`config.mk`:
```
export PLATFORM = sky130hd
export DESIGN_NAME = tmr8_core
export DESIGN_NICKNAME = d
export VERILOG_FILES = /design/src/inc/tmr8_pkg.sv /design/src/hdl/tmr8_chan.sv /design/src/hdl/tmr8_core.sv
export VERILOG_INCLUDE_DIRS = /design/src /design/src/inc
export SDC_FILE = /design/constraint.sdc
export NUM_CORES = 1
export LEC_CHECK = 0
export BUFFER_PORTS_ARGS = -buffer_cell sky130_fd_sc_hd__buf_2
export CORE_ASPECT_RATIO = 2
export CORE_MARGIN = 2
export CORE_UTILIZATION = 48
export DETAILED_ROUTE_END_ITERATION = 6
export MAX_ROUTING_LAYER = met4
export PLACE_DENSITY_LB_ADDON = 0.08
export RECOVER_POWER = 50
export SLEW_MARGIN = 30
export SYNTH_ARGS = -nofsm -noshare
export SYNTH_HDL_FRONTEND = slang
export SYNTH_SLANG_ARGS = --single-unit
```
`constraint.sdc`:
```
create_clock -name aclk -period 1.85 [get_ports aclk]
set_clock_uncertainty 0.15 [all_clocks]
set_input_delay 0.0925 -clock aclk [delete_from_list [all_inputs] [get_ports aclk]]
set_output_delay 0.0925 -clock aclk [all_outputs]
set_load 0.03 [all_outputs]
```
`src/inc/tmr8_cfg.svh`:
```
// Register offsets, field positions, reset values and divider widths.
`ifndef TMR8_CFG_SVH
`define TMR8_CFG_SVH
`define TMR8_OFS_CTRL 8'h00
`define TMR8_OFS_FORCE 8'h04
`define TMR8_OFS_COUNT 8'h08
`define TMR8_OFS_CMPA 8'h0c
`define TMR8_OFS_CMPB 8'h10
`define TMR8_OFS_FLAGS 8'h14
`define TMR8_OFS_OUT 8'h18
`define TMR8_FLAG_OVF 0
`define TMR8_FLAG_A 1
`define TMR8_FLAG_B 2
`define TMR8_CTRL_RST 10'h000
`define TMR8_COUNT_RST 8'h00
`define TMR8_CMP_RST 8'h00
`define TMR8_OCR_RST 1'b0
`define TMR8_MAX 8'hff
`define TMR8_BOTTOM 8'h00
`define TMR8_PRE_W 10
`define TMR8_DIV8_W 3
`define TMR8_DIV64_W 6
`define TMR8_DIV256_W 8
`define TMR8_DIV1024_W 10
`define TMR8_RESP_OKAY 2'h0
`define TMR8_RESP_SLVERR 2'h2
`endif

```
`src/inc/tmr8_pkg.sv`:
```
// Types shared by the timer core and its register-level bench.
package tmr8_pkg;
	typedef enum logic [2:0] {
		TMR8_WGM_NORMAL = 3'h0,
		TMR8_WGM_PC_FF = 3'h1,
		TMR8_WGM_CLEAR = 3'h2,
		TMR8_WGM_FAST_FF = 3'h3
	} tmr8_wgm_t;
	typedef struct packed {
		logic [2:0] clock_select_field;
		logic [2:0] waveform_gen_mode;
		logic [1:0] compare_output_mode_b;
		logic [1:0] compare_output_mode_a;
	} tmr8_ctrl_t;
	typedef struct packed {
		logic flag_b;
		logic flag_a;
		logic overflow;
	} tmr8_flags_t;
	typedef enum logic [1:0] {
		TMR8_WR_COLLECT = 2'b01,
		TMR8_WR_RESP = 2'b10
	} tmr8_wr_state_t;
endpackage

```
`src/hdl/tmr8_chan.sv`:
```
// One output compare channel: compare value, match flag and output state.
`timescale 1ns/100ps
`include "tmr8_cfg.svh"
module tmr8_chan
(
	input wire logic aclk,
	input wire logic aresetn,
	input wire logic tick,
	input wire logic [7:0] count,
	input wire logic blocked,
	input wire logic non_pwm,
	input wire logic [1:0] compare_output_mode,
	input wire logic force_compare_strobe,
	input wire logic cmp_wr,
	input wire logic [7:0] wdata,
	input wire logic flag_clr,
	output logic [7:0] compare_value_chan,
	output logic compare_match_flag,
	output logic match_ev,
	output logic compare_output_chan
);
	logic act;
	logic next_ocr;

	assign match_ev = tick && !blocked && (count == compare_value_chan);
	assign act = match_ev || (force_compare_strobe && non_pwm);

	always_comb
	begin
		unique case (compare_output_mode)
			2'h0: next_ocr = compare_output_chan;
			2'h1: next_ocr = !compare_output_chan;
			2'h2: next_ocr = 1'b0;
			2'h3: next_ocr = 1'b1;
		endcase
	end

	// Mode bits are read live, so a new setting acts on the next match.
	always_ff @(posedge aclk)
	begin
		if (!aresetn)
			compare_output_chan <= `TMR8_OCR_RST;
		else if (act)
			compare_output_chan <= next_ocr;
	end

	// Compare value is written straight through, without buffering.
	always_ff @(posedge aclk)
	begin
		if (!aresetn)
			compare_value_chan <= `TMR8_CMP_RST;
		else if (cmp_wr)
			compare_value_chan <= wdata;
	end

	// A match that lands with a clear keeps the flag set.
	always_ff @(posedge aclk)
	begin
		if (!aresetn)
			compare_match_flag <= 1'b0;
		else if (match_ev)
			compare_match_flag <= 1'b1;
		else if (flag_clr)
			compare_match_flag <= 1'b0;
	end
endmodule

```
`src/hdl/tmr8_core.sv`:
```
// Eight-bit timer with two compare outputs behind an AXI4-Lite slave.
//
// How it works
// Writing a force strobe bit acts as a compare match in non-PWM modes.
// Forced match updates output only; no flag, no counter clear.
// A counter write blocks every compare match on the next timer tick.
// Output mode bits are live and act from the next match.
// Nonzero output mode puts the compare output on the pin.
// Pin override ignores the waveform generation mode.
// Reset clears both compare output states to zero.
// Output mode zero leaves the compare output unchanged on a match.
// Compare outputs keep their value across mode changes.
// Only the waveform mode field shapes the counting sequence.
// Output mode selects set, clear or toggle on a match.
// Mode 0 counts up only and wraps from 0xFF to 0x00.
// Normal mode sets overflow as the counter becomes zero.
// Normal mode takes a counter write at any time.
// Mode 2 clears the counter after a match with compare A.
// In mode 2 flag A is set every period.
// Compare A is unbuffered; a low value wraps through 0xFF first.
// Mode 2 toggle with compare A of zero gives half the clock.
// Mode 2 sets overflow when the counter passes 0xFF to 0x00.
// Software sets the compare output before enabling the pin.
// Software avoids writing the counter equal to a compare value.
// A match sets the channel flag; writing one clears it.
// Clock select zero stops counting; a counter write wins always.
// Force strobes read as zero and hold no state.
//
// Local design decisions: the address map and the AXI4-Lite interface to the registers.
`timescale 1ns/100ps
`include "tmr8_cfg.svh"
module tmr8_core
#(
	parameter int CHANNELS = 2
)
(
	input wire logic aclk,
	input wire logic aresetn,
	input wire logic [7:0] s_axi_awaddr,
	input wire logic s_axi_awvalid,
	output logic s_axi_awready,
	input wire logic [31:0] s_axi_wdata,
	input wire logic [3:0] s_axi_wstrb,
	input wire logic s_axi_wvalid,
	output logic s_axi_wready,
	output logic [1:0] s_axi_bresp,
	output logic s_axi_bvalid,
	input wire logic s_axi_bready,
	input wire logic [7:0] s_axi_araddr,
	input wire logic s_axi_arvalid,
	output logic s_axi_arready,
	output logic [31:0] s_axi_rdata,
	output logic [1:0] s_axi_rresp,
	output logic s_axi_rvalid,
	input wire logic s_axi_rready,
	input wire logic ext_clk_pin,
	input wire logic [CHANNELS-1:0] port_value,
	input wire logic [CHANNELS-1:0] port_dir,
	output logic [CHANNELS-1:0] pin_out,
	output logic [CHANNELS-1:0] pin_oe_n
);
	tmr8_pkg::tmr8_ctrl_t ctrl;
	tmr8_pkg::tmr8_wr_state_t wr_state;
	tmr8_pkg::tmr8_wgm_t wgm;
	logic [7:0] counter_value;
	logic overflow_flag;
	logic block;
	logic timer_tick;
	logic non_pwm;
	logic [`TMR8_PRE_W-1:0] prescale;
	logic [2:0] ext_sync;
	logic aw_held;
	logic w_held;
	logic [7:0] aw_addr;
	logic [31:0] w_data;
	logic [3:0] w_strb;
	logic wr_fire;
	logic wr_hit;
	logic cnt_wr;
	logic [31:0] rd_word;
	logic rd_hit;
	logic [CHANNELS-1:0] force_compare_strobe;
	logic [CHANNELS-1:0] cmp_wr;
	logic [CHANNELS-1:0] flag_clr;
	logic [CHANNELS-1:0] match_ev;
	logic [CHANNELS-1:0] compare_match_flag;
	logic [CHANNELS-1:0] compare_output_chan;
	logic [1:0] compare_output_mode [CHANNELS];
	logic [7:0] compare_value_chan [CHANNELS];

	assign wgm = tmr8_pkg::tmr8_wgm_t'(ctrl.waveform_gen_mode);
	assign non_pwm = !ctrl.waveform_gen_mode[0];
	assign compare_output_mode[0] = ctrl.compare_output_mode_a;
	assign compare_output_mode[1] = ctrl.compare_output_mode_b;

	// Clock select: 1..5 internal divide, 6 falling and 7 rising pin edge.
	always_ff @(posedge aclk)
	begin
		if (!aresetn)
			prescale <= '0;
		else
			prescale <= prescale + `TMR8_PRE_W'(1);
	end

	always_ff @(posedge aclk)
	begin
		if (!aresetn)
			ext_sync <= 3'h0;
		else
			ext_sync <= {ext_sync[1:0], ext_clk_pin};
	end

	always_comb
	begin
		unique case (ctrl.clock_select_field)
			3'h0: timer_tick = 1'b0;
			3'h1: timer_tick = 1'b1;
			3'h2: timer_tick = &prescale[`TMR8_DIV8_W-1:0];
			3'h3: timer_tick = &prescale[`TMR8_DIV64_W-1:0];
			3'h4: timer_tick = &prescale[`TMR8_DIV256_W-1:0];
			3'h5: timer_tick = &prescale[`TMR8_DIV1024_W-1:0];
			3'h6: timer_tick = ext_sync[2] && !ext_sync[1];
			3'h7: timer_tick = !ext_sync[2] && ext_sync[1];
		endcase
	end

	// Write channel: address and data are taken in either order.
	assign s_axi_awready = (wr_state == tmr8_pkg::TMR8_WR_COLLECT) && !aw_held;
	assign s_axi_wready = (wr_state == tmr8_pkg::TMR8_WR_COLLECT) && !w_held;
	assign s_axi_bvalid = (wr_state == tmr8_pkg::TMR8_WR_RESP);
	assign wr_fire = (wr_state == tmr8_pkg::TMR8_WR_COLLECT) && aw_held && w_held;

	always_ff @(posedge aclk)
	begin
		if (!aresetn)
		begin
			aw_held <= 1'b0;
			aw_addr <= 8'h00;
		end
		else if (s_axi_awvalid && s_axi_awready)
		begin
			aw_held <= 1'b1;
			aw_addr <= s_axi_awaddr;
		end
		else if (wr_fire)
			aw_held <= 1'b0;
	end

	always_ff @(posedge aclk)
	begin
		if (!aresetn)
		begin
			w_held <= 1'b0;
			w_data <= 32'h0000_0000;
			w_strb <= 4'h0;
		end
		else if (s_axi_wvalid && s_axi_wready)
		begin
			w_held <= 1'b1;
			w_data <= s_axi_wdata;
			w_strb <= s_axi_wstrb;
		end
		else if (wr_fire)
			w_held <= 1'b0;
	end

	always_comb
	begin
		unique case (aw_addr)
			`TMR8_OFS_CTRL, `TMR8_OFS_FORCE, `TMR8_OFS_COUNT, `TMR8_OFS_CMPA,
			`TMR8_OFS_CMPB, `TMR8_OFS_FLAGS, `TMR8_OFS_OUT: wr_hit = 1'b1;
			default: wr_hit = 1'b0;
		endcase
	end

	always_ff @(posedge aclk)
	begin
		if (!aresetn)
		begin
			wr_state <= tmr8_pkg::TMR8_WR_COLLECT;
			s_axi_bresp <= `TMR8_RESP_OKAY;
		end
		else
		begin
			unique case (wr_state)
				tmr8_pkg::TMR8_WR_COLLECT:
					if (wr_fire)
					begin
						wr_state <= tmr8_pkg::TMR8_WR_RESP;
						s_axi_bresp <= wr_hit ? `TMR8_RESP_OKAY : `TMR8_RESP_SLVERR;
					end
				tmr8_pkg::TMR8_WR_RESP:
					if (s_axi_bready)
						wr_state <= tmr8_pkg::TMR8_WR_COLLECT;
				default:
					wr_state <= tmr8_pkg::TMR8_WR_COLLECT;
			endcase
		end
	end

	always_ff @(posedge aclk)
	begin
		if (!aresetn)
			ctrl <= `TMR8_CTRL_RST;
		else if (wr_fire && aw_addr == `TMR8_OFS_CTRL)
		begin
			if (w_strb[0])
				ctrl[7:0] <= w_data[7:0];
			if (w_strb[1])
				ctrl[9:8] <= w_data[9:8];
		end
	end

	// Per-lane write strobes into the counter and the channels.
	assign cnt_wr = wr_fire && aw_addr == `TMR8_OFS_COUNT && w_strb[0];
	assign cmp_wr[0] = wr_fire && aw_addr == `TMR8_OFS_CMPA && w_strb[0];
	assign cmp_wr[1] = wr_fire && aw_addr == `TMR8_OFS_CMPB && w_strb[0];

	generate
		for (genvar i = 0; i < CHANNELS; i++)
		begin : g_chan
			assign force_compare_strobe[i] = wr_fire && w_strb[0] &&
				aw_addr == `TMR8_OFS_FORCE && w_data[i];
			assign flag_clr[i] = wr_fire && w_strb[0] &&
				aw_addr == `TMR8_OFS_FLAGS && w_data[`TMR8_FLAG_A+i];
			tmr8_chan u_chan
			(
				.aclk(aclk),
				.aresetn(aresetn),
				.tick(timer_tick),
				.count(counter_value),
				.blocked(block),
				.non_pwm(non_pwm),
				.compare_output_mode(compare_output_mode[i]),
				.force_compare_strobe(force_compare_strobe[i]),
				.cmp_wr(cmp_wr[i]),
				.wdata(w_data[7:0]),
				.flag_clr(flag_clr[i]),
				.compare_value_chan(compare_value_chan[i]),
				.compare_match_flag(compare_match_flag[i]),
				.match_ev(match_ev[i]),
				.compare_output_chan(compare_output_chan[i])
			);
			// Pin shows compare state whenever its mode bits are nonzero.
			always_ff @(posedge aclk)
			begin
				if (!aresetn)
				begin
					pin_out[i] <= 1'b0;
					pin_oe_n[i] <= 1'b1;
				end
				else
				begin
					pin_out[i] <= (|compare_output_mode[i]) ?
						compare_output_chan[i] : port_value[i];
					pin_oe_n[i] <= !port_dir[i];
				end
			end
		end
	endgenerate

	// A counter write wins over counting and clearing.
	always_ff @(posedge aclk)
	begin
		if (!aresetn)
			counter_value <= `TMR8_COUNT_RST;
		else if (cnt_wr)
			counter_value <= w_data[7:0];
		else if (timer_tick)
		begin
			if (wgm == tmr8_pkg::TMR8_WGM_CLEAR && match_ev[0])
				counter_value <= `TMR8_BOTTOM;
			else
				counter_value <= counter_value + 8'h01;
		end
	end

	// Matches stay blocked until the tick after a counter write.
	always_ff @(posedge aclk)
	begin
		if (!aresetn)
			block <= 1'b0;
		else if (cnt_wr)
			block <= 1'b1;
		else if (timer_tick)
			block <= 1'b0;
	end

	always_ff @(posedge aclk)
	begin
		if (!aresetn)
			overflow_flag <= 1'b0;
		else if (timer_tick && !cnt_wr && counter_value == `TMR8_MAX)
			overflow_flag <= 1'b1;
		else if (wr_fire && w_strb[0] && aw_addr == `TMR8_OFS_FLAGS &&
			w_data[`TMR8_FLAG_OVF])
			overflow_flag <= 1'b0;
	end

	// Read channel: one read at a time, answered the cycle after it is taken.
	assign s_axi_arready = !s_axi_rvalid;

	always_comb
	begin
		rd_word = 32'h0000_0000;
		rd_hit = 1'b1;
		unique case (s_axi_araddr)
			`TMR8_OFS_CTRL: rd_word[9:0] = ctrl;
			`TMR8_OFS_FORCE: rd_word = 32'h0000_0000;
			`TMR8_OFS_COUNT: rd_word[7:0] = counter_value;
			`TMR8_OFS_CMPA: rd_word[7:0] = compare_value_chan[0];
			`TMR8_OFS_CMPB: rd_word[7:0] = compare_value_chan[1];
			`TMR8_OFS_FLAGS: rd_word[2:0] = {compare_match_flag, overflow_flag};
			`TMR8_OFS_OUT: rd_word[1:0] = compare_output_chan;
			default: rd_hit = 1'b0;
		endcase
	end

	always_ff @(posedge aclk)
	begin
		if (!aresetn)
		begin
			s_axi_rvalid <= 1'b0;
			s_axi_rdata <= 32'h0000_0000;
			s_axi_rresp <= `TMR8_RESP_OKAY;
		end
		else if (s_axi_arvalid && s_axi_arready)
		begin
			s_axi_rvalid <= 1'b1;
			s_axi_rdata <= rd_word;
			s_axi_rresp <= rd_hit ? `TMR8_RESP_OKAY : `TMR8_RESP_SLVERR;
		end
		else if (s_axi_rready)
			s_axi_rvalid <= 1'b0;
	end
endmodule

```
# [Word-level counts from Yosys, hierarchy flattened]
# Cells that the tools add are included.
[totals] register_bits=96 latch_bits=0 mem_bits_rw=0 mem_bits_ro=0 in_bits=64 out_inout_bits=45 word_cells=171 mem_count=0
[classes] n_addsub=2 mul=0 div=0 magnitude_cmp=0 eq_ne=33 shift=0 n_mux=32 n_bitwise=2 n_reduce_logical=72
[ops] cell="8-bit by 5-bit equality test with 1-bit output, second input constant" count=6
[ops] cell="8-bit by 4-bit equality test with 1-bit output, second input constant" count=4
[ops] cell="1-bit logical AND" count=32
[ops] cell="8-bit 2-to-1 mux" count=3
[ops] cell="5-bit case mux with 4 select lines" count=1
[ops] cell="1-bit 2-to-1 mux" count=17
[ops] cell="8-bit by 3-bit equality test with 1-bit output, second input constant" count=2
[ops] cell="8-bit equality test" count=2
[ops] cell="8-bit logical NOT" count=2
[ops] cell="2-bit nonzero test" count=7
[ops] cell="7-bit OR reduction" count=2
[ops] cell="3-bit equality test, second input constant" count=4
[ops] cell="1-bit logical NOT" count=12
[ops] cell="2-bit case mux with 6 select lines" count=1
[ops] cell="2-bit AND reduction" count=6
[ops] cell="10-bit by 1-bit adder with 10-bit output, second input constant" count=1
[ops] cell="2-bit equality test, second input constant" count=5
[ops] cell="2-bit 2-to-1 mux" count=5
[ops] cell="10-bit AND reduction" count=1
[ops] cell="3-bit by 2-bit equality test with 1-bit output, second input constant" count=3
[ops] cell="8-bit by 1-bit adder with 8-bit output, second input constant" count=1
[ops] cell="8-bit equality test, second input constant" count=1
[ops] cell="1-bit case mux with 8 select lines" count=1
[ops] cell="8-bit AND reduction" count=1
[ops] cell="other kinds (14)" count=21

# [Depth between registers and ports, before layout]
# Gate-level depths: netlist of the first run.
[logic_depth] word_depth=9 mapped_depth=10 ltp_nobuf=8

# [Modules after synthesis]
# Synthesis of the first run repeated with hierarchy kept, for this count alone.
[unflattened] hier_cells=543 hier_area_um2=4713.3
[by_module_without_submodules] module="tmr8_core" n_inst=1 cells_per_inst=445 area_per_inst_um2=3672.3 seq_area_each_um2=1481.4
[by_module_without_submodules] module="tmr8_chan" n_inst=2 cells_per_inst=49 area_per_inst_um2=520.5 seq_area_each_um2=200.2

# [Worst setup path before layout of the first run]
# No wires, ideal clock.
[synth_path] path_kind="reg-to-reg" from="reg prescale[0]" to="reg counter_value[0]" setup_time_ps=74 arrival_ps=1705 t_required_ps=1626 slack_ps=-79 path_stages_with_launch=9 path_buffers=1 period_less_slack_ps=1929 cell_sequence="dfxtp_1 > ha_1 > and3_1 > and3_4 > o22ai_1 > and2_1 > buf_6 > or3_1 > a31oi_1"
[synth_between] elab_chain_len=8 word_cells_on_any_way=12 classes_between="4 x mux; 8 x reduce/logical"
[synth_lines] element="start: declaration" line="tmr8_core.sv:70" source="logic [`TMR8_PRE_W-1:0] prescale;"
[synth_lines] element="start signal: assignment" line="tmr8_core.sv:102" source="prescale <= prescale + `TMR8_PRE_W'(1);"
[synth_lines] element="10-bit AND reduction, or another cell as far along" line="tmr8_core.sv:121" source="3'h5: timer_tick = &prescale[`TMR8_DIV1024_W-1:0];"
[synth_lines] element="1-bit case mux with 8 select lines (*)" line="tmr8_core.sv:115" source="unique case (ctrl.clock_select_field)"
[synth_lines] element="1-bit logical AND (2 in a row)" line="tmr8_chan.sv:25" source="assign match_ev = tick && !blocked && (count == compare_value_chan);"
[synth_lines] element="1-bit logical AND" line="tmr8_core.sv:271" source="if (wgm == tmr8_pkg::TMR8_WGM_CLEAR && match_ev[0])"
[synth_lines] element="8-bit 2-to-1 mux" line="tmr8_core.sv:271"
[synth_lines] element="8-bit 2-to-1 mux" line="tmr8_core.sv:269" source="else if (timer_tick)"
[synth_lines] element="8-bit 2-to-1 mux" line="tmr8_core.sv:267" source="else if (cnt_wr)"
[synth_lines] element="end signal: assignment" line="tmr8_core.sv:266" source="counter_value <= `TMR8_COUNT_RST;"
[synth_lines] element="end signal: assignment" line="tmr8_core.sv:268" source="counter_value <= w_data[7:0];"
[synth_lines] element="end signal: assignment" line="tmr8_core.sv:272" source="counter_value <= `TMR8_BOTTOM;"
[synth_lines] element="end: declaration" line="tmr8_core.sv:65" source="logic [7:0] counter_value;"
# Mark *: on every way between the ends. The rest lies on a longest branch, timed or not. The select of a mux whose other input is x is not followed.
# A chain may end at the register's enable or synchronous reset.

# [Worst setup path after layout of the first run]
[layout_path] from="reg counter_value[0]" to="reg g_chan[1].u_chan.compare_output_chan"
[layout_between] elab_chain_len=4
[layout_lines] element="8-bit equality test" line="tmr8_chan.sv:25"
[layout_lines] element="1-bit logical AND" line="tmr8_chan.sv:25"
[layout_lines] element="1-bit logical OR" line="tmr8_chan.sv:26" source="assign act = match_ev || (force_compare_strobe && non_pwm);"
[layout_lines] element="2-bit AND reduction (no source line)"
[layout_lines] element="end signal: assignment" line="tmr8_chan.sv:42" source="compare_output_chan <= `TMR8_OCR_RST;"
[layout_lines] element="end signal: assignment" line="tmr8_chan.sv:44" source="compare_output_chan <= next_ocr;"
[layout_lines] element="end: declaration" line="tmr8_chan.sv:20" source="output logic compare_output_chan"
# Every way passes these cells.

==> flow_metrics.tcl, run 1 <==
set metrics [dict create \
    slew_headroom_pct 61.42 \
    layout_common_cells "nand2_1 (104), dfxtp_1 (80), buf_4 (66)" \
    synth_cells 561 \
    dp_hpwl_microns 9327 \
    viasPerCell 5.424 \
    multi_input_area_sq_um 2653 \
    layout.nets 776 \
    port_buffers 60 \
    initial_core_util_pct 49.05 \
    synthTopCellsByArea "dfxtp_1 (41%), nand2_1 (8.8%), a21oi_1 (6.7%), nor2_1 (5.0%), buf_4 (4.0%)" \
    vias 4431 \
    reg2reg_setup_slack_ns -0.10 \
    totalWireLength_microns 13250 \
    setup_viol_count_final 12 \
    ys_async_sr_fraction_pct 0 \
    register_area_sq_um 1899 \
    period_minus_slack_ns 1.951 \
    timing.fmax_mhz 512.6 \
    whs_ns -0.0007212 \
    synth_edf_count 0 \
    rows 50 \
    dp_cells 756 \
    wl_per_cell_microns 16.22 \
    rsz0062_at_grt "true" \
    status "finished with violations" \
    synthesis.area_sq_um 4542 \
    path_clk_slew_ns 0.07 \
    hold_viol_final 1 \
    r2r-end "g_chan[1].u_chan.compare_output_chan$_SDFFE_PN0P_" \
    met1_usage_pct 25.80 \
    ys_seq_area_share_pct 41.43 \
    die_w_microns 72.78 \
    globalRouteMet3Util_pct 3.480 \
    cts_buffer_depth 2 \
    cts_max_level 3 \
    drc 0 \
    cts_buffers 9 \
    min_from "s_axi_arvalid" \
    min_period_over_period_pct 105.4 \
    drt-initial-drc-count 181 \
    drv_slew 0 \
    syn2layout_area_growth_pct 37.22 \
    hold_path_class "primary input to flop" \
    setup_slack_ns -0.1007 \
    die_y_microns 141.6 \
    ys_warn_count 0 \
    arrival_ns 2.05 \
    worst_pin_slew_ns 0.5788 \
    busiest_layer "met2" \
    drive_above_1_share_pct 30.58 \
    nFillCells 812 \
    synthDominantCellAreaShare_pct 41.43 \
    cp-end-kind "flop" \
    hold_path_depth 4 \
    hold_end "s_axi_rdata[7]$_SDFFE_PN0P_" \
    use_met2_pct 47.99 \
    tns_ns -0.6227 \
    reg2reg_from "counter_value[0]$_SDFFE_PN0P_" \
    num_antenna_cells 0 \
    critPathMaxFanout 3 \
    grt_max_degree 51 \
    cap_viol_max_count 0 \
    violations "negative hold slack, negative setup slack" \
    reg2reg_depth 6 \
    pwr_density_cell_nw_per_um2 723.0 \
    cts_sinks 94 \
    grtUsageTotal_pct 26.77 \
    overflow 0 \
    cts_tree "built" \
    ant_nets 0 \
    utilization_pct 67.31 \
    total_power_mw 4.506 \
    gp_congestion 0.9048 \
    cts-root-buf "clkbuf_16" \
    io_pins 109 \
    instances_no_fill 817 \
    dr.pass1.iters 4 \
    critPathKind "flop to flop" \
    first_global_vias 4350 \
    synth_cell_types 54 \
    core_sq_um 9259 \
    antenna_found_initial 0 \
    placed_area_sq_um 5258 \
    ys_ff_latch 94 \
    clk_latency_ns 0.35 \
    avgSynthCellArea_sq_um 8.096 \
    leakage_nw 2.494 \
    synth_largest_area_cell "dfxtp_1" \
    final_area_sq_um 6232 \
    required_ns 1.95 \
    peakVddDrop_v 0.0006326 \
    critPathLaunchType "flop" \
    final_common_cell "nand2_1" \
    yosys_most_used_dff "dfxtp_1" \
    grt_pass1_wl_microns 20580 \
    dieArea_sq_um 10300 \
]
[synthesized netlist by cell type, types with 2 or more instances]
master and count:
nand2_1 106, dfxtp_1 94, a21oi_1 61, nor2_1 60
buf_4 24, clkbuf_1 22, xnor2_1 20, nand3_1 19
mux2i_1 17, a31oi_1 10, inv_1 9, a22oi_1 8
o21ai_0 8, and2_1 7, buf_2 6, nand4_1 6
nor2b_1 6, o21a_1 6, xor2_1 6, and3_1 5
nand3b_1 5, nand2b_1 4, or2_2 4, ha_1 3
nand4bb_1 3, o211ai_1 3, or4_1 3, a211oi_1 2
mux2_2 2, nor3_1 2, nor3_2 2, nor3_4 2
nor3b_1 2, nor4_1 2, o22ai_1 2, or3_1 2
[sequential cells by signal (all words and copies together), names as in the netlist, 3 cells and up]
name	cells
w_data	10
g_chan.u_chan.compare_value_chan	16
aw_addr	8
counter_value	8
ext_sync	3
wgm	3
ctrl	3
prescale	10
compare_output_mode	4
s_axi_rdata	10
[critical path, stage by stage (launching register included)]
cell,delay (ns)
dfxtp_1,0.37
buf_4,0.15
xnor2_2,0.11
nand4_1,0.13
or4_4,0.45
or3b_1,0.39
o311ai_1,0.09
[cell families after synthesis]
kind of cell	synth area share, %
AND/OR/NAND/NOR	27.22
multiplexers	4.738
adder cells (fa/ha/maj)	0.8265
other	0.08257
XOR/XNOR	5.014
flip-flops	41.43
buffers and inverters	7.520
AO/OA/AOI/OAI	13.17
[how the worst max path moves through the flow]
stage | from | end | slack (ns)
finish | counter_value[0]$_SDFFE_PN0P_ | g_chan[1].u_chan.compare_output_chan$_SDFFE_PN0P_ | -0.10
global route | prescale[0]$_SDFF_PN0_ | counter_value[0]$_SDFFE_PN0P_ | -0.16
CTS | prescale[0]$_SDFF_PN0_ | g_chan[1].u_chan.compare_output_chan$_SDFFE_PN0P_ | -0.07
detailed placement | counter_value[3]$_SDFFE_PN0P_ | counter_value[5]$_SDFFE_PN0P_ | -0.15
global placement | wr_state[1]$_SDFFE_PN0P_ | g_chan[0].u_chan.compare_output_chan$_SDFFE_PN0P_ | -0.08
floorplan | prescale[1]$_SDFF_PN0_ | counter_value[0]$_SDFFE_PN0P_ | -0.005
[cell type report]
type | instances | area share (%)
clock buffers | 12 | 3.955
clock inverters | 3 | 0.7227
inverters | 9 | 0.5421
multi-input cells | 429 | 42.56
flip-flops and latches | 94 | 30.48
well taps | 104 | 2.088
repair buffers | 166 | 19.65
[power by group]
part	internal (mW)	switching, mW	total, mW
Combinational	0.207	0.315	0.522
Sequential	2.08	0.0558	2.14
Clock	1.08	0.770	1.85
Total	3.37	1.14	4.51
[repair_timing]
| action | CTS | global route |
|---|---|---|
| hold endpoints to repair | 30 | 0 |
| buffers inserted | 9 | 3 |
| hold buffers | 31 | 0 |
| pin swaps | 21 | 25 |
| cloned | 2 | 1 |
| setup endpoints to repair | 21 | 38 |
| resized for setup | 28 | 34 |
[routing by layer]
metal | up-vias | share of wire [%]
met5 | - | 0
met4 | 0 | 6.3
met3 | 54 | 3.3
met2 | 137 | 55
met1 | 2076 | 35
li1 | 2164 | -
[metrics by stage]
step	setup WS (ns)	hold slack (ns)
floorplan	-0.005236	0.004441
finish	-0.1007	-0.0007212
global placement	-0.08408	0.1011
CTS	-0.07122	0.01729
global route	-0.1647	0.04118
detailed placement	-0.1525	0.1078
Note: power is estimated with default switching activity, not from simulation.
==> run 2: changes to the inputs <==
--- a/constraint.sdc
+++ b/constraint.sdc
@@ -4,2 +4,2 @@
 set_output_delay 0.0925 -clock aclk [all_outputs]
-set_load 0.03 [all_outputs]
+set_load 0.02 [all_outputs]
==> run 2 against run 1 <==
Compared with the run above:
- the run ends with negative setup slack left
- die area unchanged
- sequential power about the same
- sequential cell count unchanged
- via count increased by 0.27%
- cell count decreased by 0.37%
- clock-buffer cell count decreased by 3
- utilization decreased by 0.95 points
- non-clock buffer count decreased by 5
- combinational power decreased by 6.7%
- critical endpoint unchanged
==> flow_metrics.tcl, run 2 (synthesis results as in run 1) <==
set metrics [dict create \
    swShare_pct 24.95 \
    cap_viol_max_count 0 \
    cp_common_cell "ha_4" \
    timing.fmax_mhz 504.1 \
    gp_congestion 0.9266 \
    cts_max_level 3 \
    die_y_microns 141.6 \
    overflow 0 \
    dp_cells 756 \
    path_cells "ha_4 > ha_4 > nand3b_1 > a21oi_2 > o22ai_4 > and2_4 > or3b_1 > o311ai_1" \
    grt_max_degree 46 \
    pre_cts_slack_ns -0.2207 \
    ant_nets 0 \
    period_minus_slack_ns 1.984 \
    critPathSlowestCell "dfxtp_2" \
    cts_buffers 9 \
    cellInternalPower_mw 3.468 \
    use_met2_pct 51.53 \
    total_power_mw 4.621 \
    vias 4443 \
    switchingPower_mw 1.153 \
    p_clk_share_pct 43.3 \
    grtUsageTotal_pct 27.43 \
    drt-initial-drc-count 189 \
    reg2reg_depth 8 \
    regMostFlops "g_chan.u_chan.compare_value_chan" \
    hold_path_depth 4 \
    wl_per_cell_microns 16.39 \
    first_global_vias 4412 \
    min_period_over_period_pct 107.2 \
    cts-root-buf "clkbuf_16" \
    cts_sinks 94 \
    required_ns 1.95 \
    dr.pass1.iters 5 \
    globalRouteMet3Util_pct 3.409 \
    combPwrFrac_pct 10.5 \
    dieArea_sq_um 10300 \
    final_common_cell "nand2_1" \
    cp-end-kind "flop" \
    instances_no_fill 814 \
    num_antenna_cells 0 \
    hold_viol_final 0 \
    final_area_sq_um 6145 \
    viasPerCell 5.458 \
    clk_latency_ns 0.34 \
    p_seq_share_pct 46.1 \
    critPathLaunchType "flop" \
    layout_common_cells "nand2_1 (103), dfxtp_1 (85), buf_4 (62)" \
    violations "negative setup slack" \
    grt_pass1_wl_microns 21110 \
    hold_path_class "primary input to flop" \
    slew_headroom_pct 64.60 \
    dp_hpwl_microns 9355 \
    slowest_delay_ns 0.36 \
    rsz0062_at_grt "true" \
    syn2layout_area_growth_pct 35.29 \
    core_sq_um 9259 \
    setup_slack_ns -0.1335 \
    drc 0 \
    cts_buffer_depth 2 \
    worst_pin_slew_ns 0.5310 \
    layout.nets 772 \
    path_clk_slew_ns 0.07 \
    critPathMaxFanout 5 \
    met1_usage_pct 25.58 \
    port_buffers 60 \
    critPathKind "flop to flop" \
    rows 50 \
    arrival_ns 2.09 \
    pwr_density_cell_nw_per_um2 752.1 \
    placed_area_sq_um 5258 \
    initial_core_util_pct 49.05 \
    io_pins 109 \
    cts_tree "built" \
    antenna_found_initial 0 \
    busiest_layer "met2" \
    totalWireLength_microns 13340 \
    setup_viol_count_final 14 \
    status "finished with violations" \
    leakage_nw 2.392 \
    largest_reg_flops 16 \
    drv_slew 0 \
    die_w_microns 72.78 \
    peakVddDrop_v 0.0006023 \
    drive_above_1_share_pct 26.06 \
]
==> run 2: layout make-up <==
cell class                      count  area (sq um)
Clock buffer                        9         225.2
Clock inverter                      7         97.59
Fill cell                         832          3114
Inverter                            9         33.78
Multi-Input combinational cell    430          2631
Sequential cell                    94          1893
Tap cell                          104         130.1
Timing Repair Buffer              161          1134
==> run 2: power by group through the flow <==
stage | Sequential, mW | Clock (mW) | Combinational, mW
2_1_floorplan | 2.18 | 0 | 0.271
3_3_place_gp | 2.17 | 0 | 0.407
3_5_place_dp | 2.17 | 0 | 0.416
4_1_cts | 2.13 | 2.03 | 0.484
5_1_grt | 2.14 | 2.11 | 0.533
6_report | 2.13 | 2.00 | 0.487
==> run 2: final timing paths <==
path                          start                                                 to  slack [ns]
min                   s_axi_arvalid                        s_axi_rdata[7]$_SDFFE_PN0P_       0.005
max reg2reg  prescale[0]$_SDFF_PN0_  g_chan[1].u_chan.compare_output_chan$_SDFFE_PN0P_       -0.13
min reg2reg  ext_sync[0]$_SDFF_PN0_                             ext_sync[1]$_SDFF_PN0_        0.29
max          prescale[0]$_SDFF_PN0_  g_chan[1].u_chan.compare_output_chan$_SDFFE_PN0P_       -0.13
==> run 2: metal layers <==
metal / routed length (microns) / vias up
met1: 4683 / 2103
met2: 7678 / 141
met5: 0 / -
met3: 411 / 42
met4: 565 / 0
li1: - / 2157
==> run 2: timing repair <==
| item | in CTS | in global routing |
|---|---|---|
| hold buffers | 31 | 0 |
| cloned | 4 | 0 |
| setup buffers | 8 | 1 |
| pin swaps | 21 | 19 |
| setup endpoints to repair | 24 | 54 |
| endpoints found under the hold margin | 35 | 0 |
| gates resized for setup | 34 | 17 |
==> run 2: worst max-delay path: cells and delay by family, from the launching register on <==
family	cells	cell delay, ns
adder cells (fa/ha/maj)	2	0.28
AO/OA/AOI/OAI	3	0.45
AND/OR/NAND/NOR	3	0.64
flip-flops	1	0.36
==> run 2: stage by stage <==
stage / hold WS (ns) / utilization, % / TNS (ns)
final: 0.005119 / 66.36 / -0.9942
after global routing: 0.05265 / 66.36 / -3.131
after CTS: 0.01087 / 66.15 / -1.496
after detailed placement: 0.1080 / 56.78 / -1.404
after global placement: 0.1017 / 56.78 / -0.4829
after floorplan: 0.004441 / - / -0.007841
==> run 3: changes to the inputs <==
CORE_UTILIZATION = 50   (was 48)
CTS_BUF_LIST = sky130_fd_sc_hd__clkbuf_8   (was unset)
==> run 3 against run 2 <==
Compared with the run above:
- the run still ends with negative setup slack left
- largest power group unchanged
- global-route usage is 0.34 points higher
- clock power decreased by 26%
- largest cell class unchanged
- sequential cell count stayed put
- combinational power is essentially flat
==> flow_metrics.tcl, run 3 (synthesis results as in run 1) <==
set metrics [dict create \
    status "finished with violations" \
    violations "negative setup slack" \
    min_period_over_period_pct 106.0 \
    rsz0062_at_grt "true" \
    path_cells "nand2b_1 > o22ai_1 > nand3_2 > and2_4 > buf_6 > nand4bb_1 > a31oi_1" \
    cts_buffers 9 \
    vias 4392 \
    grt_max_degree 39 \
    drv_slew 0 \
    critPathLaunchType "flop" \
    dp_hpwl_microns 9389 \
    slew_headroom_pct 66.11 \
    total_power_mw 4.110 \
    path_buf_inv 1 \
    viasPerCell 5.396 \
    first_global_vias 4385 \
    whs_ns 0.06427 \
    initial_core_util_pct 51.09 \
    layout_common_cells "nand2_1 (106), dfxtp_1 (82), buf_4 (63)" \
    required_ns 1.99 \
    setup_viol_count_final 12 \
    reg2reg_depth 7 \
    pwr_density_cell_nw_per_um2 675.5 \
    cts_max_level 3 \
    final_common_cell "nand2_1" \
    syn2layout_area_growth_pct 33.97 \
    critPathKind "flop to flop" \
    critPathMaxFanout 7 \
    regMostFlops "g_chan.u_chan.compare_value_chan" \
    grt_pass1_wl_microns 20760 \
    totalWireLength_microns 13170 \
    dieArea_sq_um 9909 \
    cp_top_family "simple AND/OR/NAND/NOR gates" \
    antenna_found_initial 0 \
    hold_path_class "primary input to flop" \
    layout.nets 774 \
    cap_viol_max_count 0 \
    slowest_delay_ns 0.39 \
    hold_path_depth 5 \
    timing.fmax_mhz 509.8 \
    r2r-end "counter_value[2]$_SDFFE_PN0P_" \
    reg2reg_from "ctrl[7]$_SDFFE_PN0P_" \
    drt-initial-drc-count 218 \
    io_pins 109 \
    drive_above_1_share_pct 28.09 \
    cp-end-kind "flop" \
    peakVddDrop_v 0.0006262 \
    critPathSlowestCell "dfxtp_2" \
    grtUsageTotal_pct 27.76 \
    port_buffers 60 \
    dr.pass1.iters 4 \
    arrival_ns 2.10 \
    period_minus_slack_ns 1.961 \
    hold_end "s_axi_rdata[0]$_SDFFE_PN0P_" \
    rows 49 \
    path_clk_slew_ns 0.09 \
    cts_tree "built" \
    cts-root-buf "clkbuf_8" \
    num_antenna_cells 0 \
    hold_viol_final 0 \
    worst_pin_slew_ns 0.5084 \
    overflow 0 \
    gp_congestion 0.8987 \
    ant_nets 0 \
    setup_slack_ns -0.1114 \
    core_sq_um 8890 \
    cts_buffer_depth 2 \
    drc 0 \
    leakage_nw 2.445 \
    min_from "s_axi_araddr[6]" \
    clk_latency_ns 0.37 \
    reg2reg_setup_slack_ns -0.11 \
    cts_sinks 94 \
    dp_cells 755 \
    die_w_microns 71.40 \
    nFillCells 726 \
    instances_no_fill 814 \
    die_y_microns 138.8 \
    wl_per_cell_microns 16.18 \
    largest_reg_flops 16 \
]
run 3: cell types whose count changed in the layout (fill, tap and decap cells not counted), sizes merged:
cell | before | now
clkbuf | 33 | 11
buf | 106 | 127
dlygate4sd3 | 31 | 34
clkinv | 2 | 3
clkinvlp | 2 | 1
run 3: metal layers:
metal | vias to the layer above | share of wire (%) | GRT usage [%]
met4 | 0 | 5.7 | 17.48
li1 | 2152 | - | -
met1 | 2051 | 35 | 25.61
met5 | - | 0 | -
met3 | 47 | 3.6 | 4.433
met2 | 142 | 56 | 50.73
run 3: cell type report:
type	instances	area (sq um)	share of cell area [%]
well taps	102	127.6	2.097
clock inverters	7	90.09	1.481
multi-input cells	430	2608	42.85
clock buffers	9	123.9	2.036
repair buffers	163	1202	19.76
flip-flops and latches	94	1899	31.22
inverters	9	33.78	0.5552
run 3: report_power, final:
group	switching, mW	internal (mW)
Clock	0.734	0.754
Combinational	0.281	0.210
Sequential	0.0552	2.08
Total	1.07	3.04
run 3: metrics by stage:
stage	setup TNS [ns]	setup slack, ns	instance area (sq um)	util, %
after global placement	-0.5705	-0.08278	5275	59.34
after detailed placement	-1.232	-0.1584	5275	59.34
after CTS	-0.7015	-0.08501	6001	67.50
after global routing	-1.548	-0.1635	6085	68.44
final	-0.6444	-0.1114	6085	68.44
after floorplan	-0.007841	-0.007841	4663	-
run 3: tightest hold or removal path: cells and delay by family:
kind,cells,cell delay [ns]
buf+inv,2,0.22
compound gates,1,0.13
simple gates,2,0.09
run 3: how the worst max path moves through the flow:
stage,start,endpoint,slack (ns),cells past startpoint
floorplan,prescale[1]$_SDFF_PN0_,counter_value[0]$_SDFFE_PN0P_,-0.008,8
global placement,counter_value[5]$_SDFFE_PN0P_,g_chan[1].u_chan.compare_output_chan$_SDFFE_PN0P_,-0.08,5
detailed placement,wr_state[1]$_SDFFE_PN0P_,g_chan[0].u_chan.compare_output_chan$_SDFFE_PN0P_,-0.16,7
CTS,prescale[0]$_SDFF_PN0_,counter_value[2]$_SDFFE_PN0P_,-0.09,9
global route,prescale[1]$_SDFF_PN0_,counter_value[2]$_SDFFE_PN0P_,-0.16,9
finish,ctrl[7]$_SDFFE_PN0P_,counter_value[2]$_SDFFE_PN0P_,-0.11,7
run 3: timing repair:
| item | in CTS | in global routing |
|---|---|---|
| hold buffers | 34 | 0 |
| buffers inserted | 5 | 1 |
| cloned | 3 | 0 |
| endpoints found under the setup margin | 27 | 46 |
| endpoints found under the hold margin | 42 | 0 |
| resized for setup | 26 | 19 |
| pin swaps | 15 | 16 |
